==> config.mk <==
export PLATFORM = sky130hd
export DESIGN_NAME = timer_count_readout_reload
export DESIGN_NICKNAME = d
export VERILOG_FILES = /design/src/include/timer_pkg.sv /design/src/hdl/timer_count_readout_reload.sv
export SDC_FILE = /design/constraint.sdc
export NUM_CORES = 1
export LEC_CHECK = 0
export BUFFER_PORTS_ARGS = -buffer_cell sky130_fd_sc_hd__clkbuf_2
export CAP_MARGIN = 20
export CORE_MARGIN = 1
export CORE_UTILIZATION = 60
export DETAILED_ROUTE_END_ITERATION = 6
export PLACE_DENSITY_LB_ADDON = 0.15
export RECOVER_POWER = 50
export REMOVE_ABC_BUFFERS = 1
export SLEW_MARGIN = 15
export SYNTH_ARGS = -nofsm -noshare
export SYNTH_HDL_FRONTEND = slang
export SYNTH_SLANG_ARGS = --single-unit
==> constraint.sdc <==
create_clock -name pclk -period 4.4 [get_ports pclk]
set_input_delay 0.44 -clock pclk [delete_from_list [all_inputs] [get_ports pclk]]
set_output_delay 0.44 -clock pclk [all_outputs]
set_load 0.01 [all_outputs]
==> src/include/timer_pkg.sv <==
// Constants, register map and event layout of the four-timer count and reload block.
package timer_pkg;

    localparam int NUM_TIMERS = 4;
    localparam int ADDR_W = 12;
    localparam int IDX_W = 10;
    localparam int DATA_W = 32;
    localparam int COUNT_W = 16;
    localparam int BYTE_W = 8;

    // Register indices; the byte address of a register is four times its index.
    localparam logic [IDX_W-1:0] CNT_LO_IDX [NUM_TIMERS] = '{10'h063, 10'h068, 10'h072, 10'h077};
    localparam logic [IDX_W-1:0] CNT_HI_IDX [NUM_TIMERS] = '{10'h064, 10'h069, 10'h073, 10'h078};
    localparam logic [IDX_W-1:0] CTL_IDX [NUM_TIMERS] = '{10'h080, 10'h081, 10'h082, 10'h083};
    localparam logic [IDX_W-1:0] EVT_IDX [NUM_TIMERS] = '{10'h084, 10'h085, 10'h086, 10'h087};
    localparam logic [IDX_W-1:0] MASK_IDX [NUM_TIMERS] = '{10'h088, 10'h089, 10'h08a, 10'h08b};
    localparam logic [IDX_W-1:0] CMP_IDX [NUM_TIMERS] = '{10'h08c, 10'h08d, 10'h08e, 10'h08f};

    // Control register fields.
    localparam int CTL_EN_BIT = 0;
    localparam int CTL_MODE_BIT = 1;
    localparam int CTL_RLD_BIT = 2;

    // Event, mask register fields.
    localparam int EVT_W = 4;
    localparam int EVT_EOC_BIT = 0;
    localparam int EVT_CAPA_BIT = 1;
    localparam int EVT_CAPB_BIT = 2;
    localparam int EVT_CMP0_BIT = 3;

    // Timers that own capture inputs, and which capture pin feeds each input.
    localparam logic [NUM_TIMERS-1:0] CAPTURE_TIMERS = 4'h a;
    localparam int CAPA_PIN [NUM_TIMERS] = '{0, 0, 0, 2};
    localparam int CAPB_PIN [NUM_TIMERS] = '{0, 1, 0, 3};
    localparam int NUM_CAP_PINS = 4;

    // Reset values.
    localparam logic [COUNT_W-1:0] COUNT_RST = 16'h0000;
    localparam logic [BYTE_W-1:0] HOLD_RST = 8'h00;
    localparam logic [COUNT_W-1:0] RELOAD_RST = 16'h0000;
    localparam logic [COUNT_W-1:0] CMP_RST = 16'h0000;
    localparam logic [EVT_W-1:0] EVT_RST = 4'h0;
    localparam logic [EVT_W-1:0] MASK_RST = 4'h0;
    localparam logic [DATA_W-1:0] RDATA_RST = 32'h00000000;

    typedef enum logic [6:0] {
        KIND_NONE = 7'h01,
        KIND_CNT_LO = 7'h02,
        KIND_CNT_HI = 7'h04,
        KIND_CTL = 7'h08,
        KIND_EVT = 7'h10,
        KIND_MASK = 7'h20,
        KIND_CMP = 7'h40
    } reg_kind_e;

endpackage

==> src/hdl/timer_count_readout_reload.sv <==
// Four 16-bit timers with count readout, reload path and event flags behind an APB slave.
//
// Summary of operation
// - Count low byte reads live count bits 7..0.
// - Count reads never disturb counting or events.
// - Low byte read latches upper count byte.
// - High byte returns the latched upper byte.
// - Count is high byte over low byte.
// - Count and reload bytes share one address.
// - Reload low byte: write-only, reload bits 7..0.
// - Auto-repeat mode reloads at end of count.
// - Force-reload bit loads counter next edge.
// - Terminal-count flag set by end of count.
// - Capture-A flag: capture A or power trip.
// - Capture-B flag set by capture on B.
// - Compare-match-0 flag set on compare match.
// - Reload high byte: write-only, reload bits 15..8.
//
// Our own choice: the APB slave port.
`timescale 1ns/100ps

module timer_count_readout_reload (
    input wire logic pclk,
    input wire logic presetn,
    input wire logic psel,
    input wire logic penable,
    input wire logic pwrite,
    input wire logic [11:0] paddr,
    input wire logic [31:0] pwdata,
    input wire logic [3:0] pstrb,
    input wire logic [3:0] capture_pin,
    input wire logic [3:0] pwm_power_trip,
    output logic [31:0] prdata,
    output logic pready,
    output logic pslverr,
    output logic irq
);

    logic [timer_pkg::COUNT_W-1:0] count_q [timer_pkg::NUM_TIMERS];
    logic [timer_pkg::BYTE_W-1:0] hold_q [timer_pkg::NUM_TIMERS];
    logic [timer_pkg::COUNT_W-1:0] reload_q [timer_pkg::NUM_TIMERS];
    logic [timer_pkg::COUNT_W-1:0] cmp_q [timer_pkg::NUM_TIMERS];
    logic [timer_pkg::EVT_W-1:0] evt_q [timer_pkg::NUM_TIMERS];
    logic [timer_pkg::EVT_W-1:0] mask_q [timer_pkg::NUM_TIMERS];
    logic [timer_pkg::EVT_W-1:0] evt_set [timer_pkg::NUM_TIMERS];
    logic [timer_pkg::NUM_TIMERS-1:0] en_q;
    logic [timer_pkg::NUM_TIMERS-1:0] mode_q;
    logic [timer_pkg::NUM_TIMERS-1:0] load_pend_q;
    logic [timer_pkg::NUM_TIMERS-1:0] eoc;
    logic [timer_pkg::NUM_CAP_PINS-1:0] cap_prev_q;
    logic [timer_pkg::NUM_CAP_PINS-1:0] cap_rise;
    logic [31:0] prdata_q;
    logic pready_q;
    logic pslverr_q;
    logic irq_q;
    logic [31:0] rdata;
    timer_pkg::reg_kind_e acc_kind;
    logic [1:0] acc_t;
    logic rd_take;
    logic wr_fire;

    // Which register an address selects; misaligned addresses select nothing.
    function automatic timer_pkg::reg_kind_e reg_kind(input logic [11:0] addr);
        timer_pkg::reg_kind_e k;
        k = timer_pkg::KIND_NONE;
        if (addr[1:0] == 2'h0)
        begin
            for (int t = 0; t < timer_pkg::NUM_TIMERS; t++)
            begin
                if (addr[11:2] == timer_pkg::CNT_LO_IDX[t])
                    k = timer_pkg::KIND_CNT_LO;
                if (addr[11:2] == timer_pkg::CNT_HI_IDX[t])
                    k = timer_pkg::KIND_CNT_HI;
                if (addr[11:2] == timer_pkg::CTL_IDX[t])
                    k = timer_pkg::KIND_CTL;
                if (addr[11:2] == timer_pkg::EVT_IDX[t])
                    k = timer_pkg::KIND_EVT;
                if (addr[11:2] == timer_pkg::MASK_IDX[t])
                    k = timer_pkg::KIND_MASK;
                if (addr[11:2] == timer_pkg::CMP_IDX[t])
                    k = timer_pkg::KIND_CMP;
            end
        end
        return k;
    endfunction

    // Which timer an address belongs to.
    function automatic logic [1:0] timer_of(input logic [11:0] addr);
        logic [1:0] n;
        n = 2'h0;
        for (int t = 0; t < timer_pkg::NUM_TIMERS; t++)
        begin
            if (addr[11:2] == timer_pkg::CNT_LO_IDX[t] || addr[11:2] == timer_pkg::CNT_HI_IDX[t] ||
                addr[11:2] == timer_pkg::CTL_IDX[t] || addr[11:2] == timer_pkg::EVT_IDX[t] ||
                addr[11:2] == timer_pkg::MASK_IDX[t] || addr[11:2] == timer_pkg::CMP_IDX[t])
                n = 2'(t);
        end
        return n;
    endfunction

    // Byte-lane merge of a 16-bit register.
    function automatic logic [15:0] merge16(input logic [15:0] old, input logic [31:0] wd, input logic [3:0] st);
        logic [15:0] r;
        r = old;
        if (st[0])
            r[7:0] = wd[7:0];
        if (st[1])
            r[15:8] = wd[15:8];
        return r;
    endfunction

    assign acc_kind = reg_kind(paddr);
    assign acc_t = timer_of(paddr);
    // The answer is prepared on the first access cycle; the write lands on the completing edge.
    assign rd_take = psel && penable && !pready_q;
    assign wr_fire = psel && penable && pready_q && pwrite && (acc_kind != timer_pkg::KIND_NONE);

    // Read multiplexer; count addresses return count data, never reload data.
    always_comb
    begin
        rdata = 32'h00000000;
        unique case (acc_kind)
            timer_pkg::KIND_CNT_LO:
                rdata[7:0] = count_q[acc_t][7:0];
            timer_pkg::KIND_CNT_HI:
                rdata[7:0] = hold_q[acc_t];
            timer_pkg::KIND_CTL:
            begin
                rdata[timer_pkg::CTL_EN_BIT] = en_q[acc_t];
                rdata[timer_pkg::CTL_MODE_BIT] = mode_q[acc_t];
            end
            timer_pkg::KIND_EVT:
                rdata[timer_pkg::EVT_W-1:0] = evt_q[acc_t];
            timer_pkg::KIND_MASK:
                rdata[timer_pkg::EVT_W-1:0] = mask_q[acc_t];
            timer_pkg::KIND_CMP:
                rdata[15:0] = cmp_q[acc_t];
            timer_pkg::KIND_NONE:
                rdata = 32'h00000000;
        endcase
    end

    // APB answer: one wait state, error on unmapped or misaligned addresses.
    always_ff @(posedge pclk or negedge presetn)
    begin
        if (!presetn)
        begin
            pready_q <= 1'b0;
            pslverr_q <= 1'b0;
            prdata_q <= timer_pkg::RDATA_RST;
        end
        else if (rd_take)
        begin
            pready_q <= 1'b1;
            pslverr_q <= (acc_kind == timer_pkg::KIND_NONE);
            prdata_q <= pwrite ? 32'h00000000 : rdata;
        end
        else
        begin
            pready_q <= 1'b0;
            pslverr_q <= 1'b0;
        end
    end

    // Upper count byte held at the same edge that captures the low byte for the bus.
    always_ff @(posedge pclk or negedge presetn)
    begin
        if (!presetn)
        begin
            for (int t = 0; t < timer_pkg::NUM_TIMERS; t++)
                hold_q[t] <= timer_pkg::HOLD_RST;
        end
        else if (rd_take && !pwrite && acc_kind == timer_pkg::KIND_CNT_LO)
            hold_q[acc_t] <= count_q[acc_t][15:8];
    end

    // Reload value; each byte is taken only by a write to its own address.
    always_ff @(posedge pclk or negedge presetn)
    begin
        if (!presetn)
        begin
            for (int t = 0; t < timer_pkg::NUM_TIMERS; t++)
                reload_q[t] <= timer_pkg::RELOAD_RST;
        end
        else if (wr_fire && pstrb[0])
        begin
            if (acc_kind == timer_pkg::KIND_CNT_LO)
                reload_q[acc_t][7:0] <= pwdata[7:0];
            if (acc_kind == timer_pkg::KIND_CNT_HI)
                reload_q[acc_t][15:8] <= pwdata[7:0];
        end
    end

    // Compare value.
    always_ff @(posedge pclk or negedge presetn)
    begin
        if (!presetn)
        begin
            for (int t = 0; t < timer_pkg::NUM_TIMERS; t++)
                cmp_q[t] <= timer_pkg::CMP_RST;
        end
        else if (wr_fire && acc_kind == timer_pkg::KIND_CMP)
            cmp_q[acc_t] <= merge16(cmp_q[acc_t], pwdata, pstrb);
    end

    // Control: enable and mode; a one-shot timer stops itself at end of count.
    always_ff @(posedge pclk or negedge presetn)
    begin
        if (!presetn)
        begin
            en_q <= 4'h0;
            mode_q <= 4'h0;
            load_pend_q <= 4'h0;
        end
        else
        begin
            for (int t = 0; t < timer_pkg::NUM_TIMERS; t++)
            begin
                if (wr_fire && pstrb[0] && acc_kind == timer_pkg::KIND_CTL && acc_t == 2'(t))
                begin
                    en_q[t] <= pwdata[timer_pkg::CTL_EN_BIT];
                    mode_q[t] <= pwdata[timer_pkg::CTL_MODE_BIT];
                    load_pend_q[t] <= pwdata[timer_pkg::CTL_RLD_BIT];
                end
                else
                begin
                    load_pend_q[t] <= 1'b0;
                    if (eoc[t] && !mode_q[t])
                        en_q[t] <= 1'b0;
                end
            end
        end
    end

    // End of count is a running timer sitting at zero with no forced load pending.
    always_comb
    begin
        for (int t = 0; t < timer_pkg::NUM_TIMERS; t++)
            eoc[t] = en_q[t] && !load_pend_q[t] && (count_q[t] == 16'h0000);
    end

    // Down counter; bus reads do not appear here at all.
    always_ff @(posedge pclk or negedge presetn)
    begin
        if (!presetn)
        begin
            for (int t = 0; t < timer_pkg::NUM_TIMERS; t++)
                count_q[t] <= timer_pkg::COUNT_RST;
        end
        else
        begin
            for (int t = 0; t < timer_pkg::NUM_TIMERS; t++)
            begin
                if (load_pend_q[t])
                    count_q[t] <= reload_q[t];
                else if (eoc[t])
                begin
                    if (mode_q[t])
                        count_q[t] <= reload_q[t];
                end
                else if (en_q[t])
                    count_q[t] <= count_q[t] - 16'h0001;
            end
        end
    end

    // Capture pins are sampled to find rising edges.
    always_ff @(posedge pclk or negedge presetn)
    begin
        if (!presetn)
            cap_prev_q <= 4'h0;
        else
            cap_prev_q <= capture_pin;
    end

    assign cap_rise = capture_pin & ~cap_prev_q;

    always_comb
    begin
        for (int t = 0; t < timer_pkg::NUM_TIMERS; t++)
        begin
            evt_set[t] = 4'h0;
            evt_set[t][timer_pkg::EVT_EOC_BIT] = eoc[t];
            evt_set[t][timer_pkg::EVT_CAPA_BIT] = timer_pkg::CAPTURE_TIMERS[t] &&
                (cap_rise[timer_pkg::CAPA_PIN[t]] || pwm_power_trip[t]);
            evt_set[t][timer_pkg::EVT_CAPB_BIT] = timer_pkg::CAPTURE_TIMERS[t] &&
                cap_rise[timer_pkg::CAPB_PIN[t]];
            evt_set[t][timer_pkg::EVT_CMP0_BIT] = en_q[t] && (count_q[t] == cmp_q[t]);
        end
    end

    // Sticky event flags, write one to clear; a new event in the clearing cycle wins.
    always_ff @(posedge pclk or negedge presetn)
    begin
        if (!presetn)
        begin
            for (int t = 0; t < timer_pkg::NUM_TIMERS; t++)
                evt_q[t] <= timer_pkg::EVT_RST;
        end
        else
        begin
            for (int t = 0; t < timer_pkg::NUM_TIMERS; t++)
            begin
                if (wr_fire && pstrb[0] && acc_kind == timer_pkg::KIND_EVT && acc_t == 2'(t))
                    evt_q[t] <= (evt_q[t] & ~pwdata[timer_pkg::EVT_W-1:0]) | evt_set[t];
                else
                    evt_q[t] <= evt_q[t] | evt_set[t];
            end
        end
    end

    // Interrupt masks.
    always_ff @(posedge pclk or negedge presetn)
    begin
        if (!presetn)
        begin
            for (int t = 0; t < timer_pkg::NUM_TIMERS; t++)
                mask_q[t] <= timer_pkg::MASK_RST;
        end
        else if (wr_fire && pstrb[0] && acc_kind == timer_pkg::KIND_MASK)
            mask_q[acc_t] <= pwdata[timer_pkg::EVT_W-1:0];
    end

    // Level interrupt, registered so it lags the flags by one cycle.
    always_ff @(posedge pclk or negedge presetn)
    begin
        if (!presetn)
            irq_q <= 1'b0;
        else
        begin
            irq_q <= 1'b0;
            for (int t = 0; t < timer_pkg::NUM_TIMERS; t++)
            begin
                if (|(evt_q[t] & mask_q[t]))
                    irq_q <= 1'b1;
            end
        end
    end

    assign prdata = prdata_q;
    assign pready = pready_q;
    assign pslverr = pslverr_q;
    assign irq = irq_q;

endmodule

==> metrics, run 1 <==
vias in the first global route=13100; Hold Vio Cnt, Final=0; dominant cells by area after synthesis=dfrtp_1 47%, mux2_2 7.4%, o21ai_0 6.7%; WP data arrival=3.83 ns; commonest cells in the netlist=291 x dfrtp_1, 209 x o21ai_0, 184 x nand2_1; worst path buffer plus inverter count=1; Tot GR Track Use=0.400; endpoint type of the worst setup path=flip-flop; Util after Layout=0.678; CP delay by family, top=simple AND/OR/NAND/NOR gates; Post-synth EDFFs=0; TritonCTS Buffers=31; Synth-to-Final Area Change=9.97%; area of the mapped netlist=0.0156 sq mm; Via Count=13800; worst skew pair latency=0.58 ns; crit path kind=in -> reg; post-CTS setup buffers=0; Critical Path Start Type=input port; Die Height=163 um; CTS Root Cell=clkbuf_16; Die X=163 um; clock tree buffer depth=3; Cell Chain, Critical Path=clkbuf_2 -> nor3_4 -> and4b_1 -> or2_2 -> nand2_1 -> nor2_1 -> mux2_2; Post-Syn Instances=1662; row count=58; core area=0.0253 sq mm; top-area cell type share of the netlist area=0.466; DRT Wirelength=52200 um; Slew @ Worst Pin=3.12 ns; status=complete, but fails checks; Max Freq=296 MHz; Final GP Congestion=0.992; DP Wirelength=36300 um; Synth async-reset ratio=1.00; number of port buffers=59; minimum clock period=3.38 ns; Layout Skew=0.0140 ns; slowest library cell on the worst path=nor2_1; MaxCap Viol Count=2; # IOs=96; Routed WL per cell=25.7 um; cell area after layout=0.0172 sq mm; most frequent cell after synthesis=dfrtp_1; final setup fails=0; setup TNS=0 ns; share of cells above drive strength 1=0.161; CP max stage delay=0.78 ns; Mapped Avg Cell Area=9.40 sq um; power per cell area=329 mW/mm^2; Yosys cell types=79; min-delay worst type=in -> reg; failing checks=max-capacitance violations, max-slew violations; RSZ-0062 raised after global routing=false; DR iter-0 viols=1871; die area=0.0267 sq mm; clock-pin slew on the worst setup and hold paths=0.06 ns; number of synthesized register bits=291; CP Max Fanout=32; CTS tree=done; max-slew violation count=145; Ys Warns=0; Primary FF master, synth=dfrtp_1; post-route clock period utilization=0.768; Fillers=2035; VDD IR max=0.459 mV; H-tree depth=1; sequential share of the synthesized area=0.466; GRT overflow=0; Layout Nets=1742; Max-slew headroom=-1.08; clock tree sinks=291; Final Power=5.65 mW; vias per cell=6.80; largest net degree at the start of global routing=123; post-synthesis cell type with the largest combined area=dfrtp_1; DP Area=0.0161 sq mm; Routed Antenna Nets=0; initial antenna violation count=1; DR pass1 iterations=7; DRC=0; first-pass GRT wire length=79100 um; Lkg Pwr=8.16 nW; CP Data Required Time=4.85 ns; Initial Utilization=0.617; WHS=0.0588 ns
==> where the power goes <==
part	switching (mW)	internal, mW
logic	0.159	0.0457
registers	0.00256	2.68
clock network	1.12	1.65
==> final timing paths <==
check	startpoint	end	slack, ns	cells after the start
min in group asynchronous	presetn	mask_q[9]	0.88	1
hold / removal	pwm_power_trip[1]	evt_q[9]	0.06	3
hold reg to reg	cap_prev_q[3]	evt_q[2]	0.42	1
setup reg to reg	count_q[48]	count_q[59]	1.02	8
setup / recovery	paddr[6]	reload_q[20]	1.02	7
max in group asynchronous	presetn	reload_q[16]	1.53	2
==> metal layers <==
layer,wire length [um],GRT usage,vias up
li1,-,-,6067
met1,21200,0.546,6738
met2,22000,0.579,828
met3,6090,0.112,176
met4,2960,0.204,2
met5,13,0,-
==> worst min-delay path, stage by stage <==
cell	delay, ns
clkbuf_2	0.08
a21oi_1	0.03
nand2_1	0.05
==> cells in the final DEF, fill, tap and decap left out, drive strengths merged, types with 10 or more instances in the layout <==
cell type,n
nand3,36
o31ai,12
nor4,21
xor2,50
or3,13
nor3,54
nand4,42
nor2,91
nand2,184
a22o,15
a2bb2oi,14
o21ai,211
mux2i,10
mux2,102
a221oi,10
inv,39
dfrtp,291
and3,15
clkbuf,99
o22ai,16
a31oi,17
xnor2,20
a211oi,10
buf,33
conb,16
a21oi,99
nand2b,14
==> cell type report <==
class	count	area [sq um]	area share
multi-input cells	1218	7660	0.446
flip-flops and latches	291	7280	0.424
clock buffers	39	846	0.0493
repair buffers	97	607	0.0353
well taps	330	413	0.0240
clock inverters	16	220	0.0128
inverters	38	143	0.00831
diodes	1	2.50	0.000146
==> through the flow <==
stage,setup WS (ns),cells
after floorplan,0.116,1547
after global placement,0.625,1970
after detailed placement,0.556,1970
after CTS,1.07,2029
after global routing,0.738,2029
final,1.02,2030
==> sequential cells by signal, indices dropped and copies added (netlist names) <==
signal       cells
cap_prev_q       4
cmp_q           64
count_q         64
en_q             4
evt_q           16
hold_q          32
irq              1
load_pend_q      4
mask_q          16
mode_q           4
prdata          16
pready           1
pslverr          1
reload_q        64
==> cell families (layout without fill, tap and decap cells) <==
| logic type | Yosys count | count (layout) | synth area share |
|---|---|---|---|
| fa+ha+maj | 4 | 4 | 0.00321 |
| buf+inv | 168 | 190 | 0.0476 |
| flops | 291 | 291 | 0.466 |
| other cells | 1 | 17 | 0.000240 |
| compound gates | 491 | 491 | 0.196 |
| simple gates | 525 | 525 | 0.168 |
| mux | 112 | 112 | 0.0800 |
| xor+xnor | 70 | 70 | 0.0393 |
==> what timing repair did <==
action                    CTS  global route
hold buffers                4             0
hold endpoints to repair    4             0
gates resized for setup     0             0
No activity file was read; power rests on OpenSTA's default activity.
==> run 2, diff against run 1 <==
==> constraint.sdc (replaced) <==
create_clock -name pclk -period 3.2 [get_ports pclk]
set_input_delay 0.32 -clock pclk [delete_from_list [all_inputs] [get_ports pclk]]
set_output_delay 0.32 -clock pclk [all_outputs]
set_load 0.01 [all_outputs]
==> run 2 against run 1 <==
Effect of this change: the flow still finishes with violations (max-capacitance violations, max-slew violations); clock skew about the same; sequential cell count unchanged; largest power group unchanged; count of clock-buffer cells in the layout grew 1.
==> metrics, run 2 (same netlist as run 1, synthesis figures left out) <==
status=complete, but fails checks; failing checks=max-capacitance violations, max-slew violations; Cell Chain, Critical Path=inv_1 -> ha_1 -> or4b_2 -> nor3_4 -> a41oi_1 -> or2_2 -> o21ai_0 -> nand2_1 -> o21ai_0; Critical Path Start Type=flip-flop; clock-pin slew on the worst setup and hold paths=0.06 ns; H-tree depth=1; Die X=163 um; VDD IR max=0.504 mV; final setup fails=0; DR pass1 iterations=6; commonest non-fill, non-tap cell in the layout=dfrtp_1; first-pass GRT wire length=80300 um; Hold Crit Endpoint=pslverr; min-delay worst type=in -> reg; minimum clock period=2.91 ns; TritonCTS Buffers=31; CTS Root Cell=clkbuf_16; DP Wirelength=37200 um; post-CTS setup buffers=0; most used cell, CP=o21ai_0; reg2reg setup slack=0.29 ns; Util after Layout=0.698; Synth-to-Final Area Change=13.2%; Max Freq=344 MHz; endpoint type of the worst setup path=flip-flop; Fillers=2011; CP max stage delay=0.71 ns; vias per cell=6.73; number of port buffers=59; Layout Nets=1798; DR iter-0 viols=1793; Critical R2R Capture=count_q[23]; row count=58; Die Height=163 um; Tot GR Track Use=0.404; reg2reg path depth=9; CP Data Required Time=3.69 ns; fin worst setup slack=0.289 ns; biggest regs=cmp_q (64), count_q (64), reload_q (64); power per cell area=441 mW/mm^2; Max-slew headroom=-0.772; die area=0.0267 sq mm; Final GP Congestion=1.01; core area=0.0253 sq mm; WHS=0.133 ns; CTS tree=done; vias in the first global route=13400; Via Count=14000; MaxCap Viol Count=1; DRC=0; Layout Skew=0.0142 ns; Lkg Pwr=8.42 nW; DP Worst Slack=0.284 ns; Routed Antenna Nets=0; Initial Utilization=0.617; post-route clock period utilization=0.910; clock tree buffer depth=3; crit path launch=count_q[17]; initial antenna violation count=0; clock tree sinks=291; largest net degree at the start of global routing=98; share of cells above drive strength 1=0.181; # IOs=96; Hold Crit Depth=3; Routed WL per cell=25.1 um; slowest library cell on the worst path=or4b_2; commonest non-fill, non-tap cells in the layout=291 x dfrtp_1, 209 x o21ai_0, 184 x nand2_1; HP Start=paddr[1]; Slew @ Worst Pin=2.66 ns; GRT overflow=0; CP Max Fanout=12; reg2reg start=count_q[17]; Final Power=7.80 mW; Hold Vio Cnt, Final=0; WP data arrival=3.40 ns; max-slew violation count=95; RSZ-0062 raised after global routing=false; DRT Wirelength=52500 um; worst skew pair latency=0.58 ns; crit path kind=reg -> reg
==> run 2: changes by cell type in the layout (fill, tap and decap cells not counted), sizes merged <==
cell	delta
buf	+53
dlygate4sd3	+3
bufinv	-1
clkbuf	+1
clkinv	-1
diode	+1
==> run 2: worst max path at each step <==
| stage | depth (start not counted) | to | slack [ns] |
|---|---|---|---|
| after floorplan | 5 | cmp_q[32] | -0.96 |
| after global placement | 9 | prdata[7] | 0.30 |
| after detailed placement | 7 | count_q[1] | 0.28 |
| after CTS | 9 | count_q[53] | 0.23 |
| after global routing | 2 | reload_q[23] | 0.08 |
| final | 9 | count_q[23] | 0.29 |
==> run 2: layout make-up <==
class	count	area, sq um	share of cell area
diodes	2	5.00	0.000283
flip-flops and latches	291	7280	0.412
clock buffers	40	890	0.0503
well taps	330	413	0.0234
multi-input cells	1218	7670	0.434
clock inverters	14	193	0.0109
repair buffers	153	1080	0.0609
inverters	38	143	0.00807
==> run 2: worst max-delay path, delay by kind of cell, from the launching register on <==
| kind | cells | cell delay, ns |
|---|---|---|
| AO/OA/AOI/OAI | 3 | 0.46 |
| adder cells (fa/ha/maj) | 1 | 0.25 |
| buffers and inverters | 1 | 0.17 |
| flip-flops | 1 | 0.37 |
| AND/OR/NAND/NOR | 4 | 1.56 |
==> run 2: metal layers <==
layer,vias up,wire length (um),GRT usage
met3,196,5490,0.0805
met2,812,22500,0.593
met4,0,3270,0.232
li1,6182,-,-
met1,6855,21200,0.558
met5,-,0,0
==> run 2: report_power, final <==
part	leakage (nW)	switching, mW	total, mW	internal (mW)
clock network	0.526	1.54	3.82	2.27
registers	3.99	0.00352	3.69	3.69
logic	3.91	0.222	0.294	0.0720
total	8.42	1.77	7.80	6.03
==> run 2: timing repair <==
action,in CTS,in global routing
endpoints found under the hold margin,99,0
hold buffers,7,0
setup endpoints to repair,0,4
gates resized for setup,0,3
==> run 2: per-stage QoR <==
stage               TNS, ns  instance area (sq um)  instances
floorplan            -38.49                  15100       1547
global placement          0                  16500       2022
detailed placement        0                  16500       2022
CTS                       0                  17700       2083
global route              0                  17700       2084
finish                    0                  17700       2086
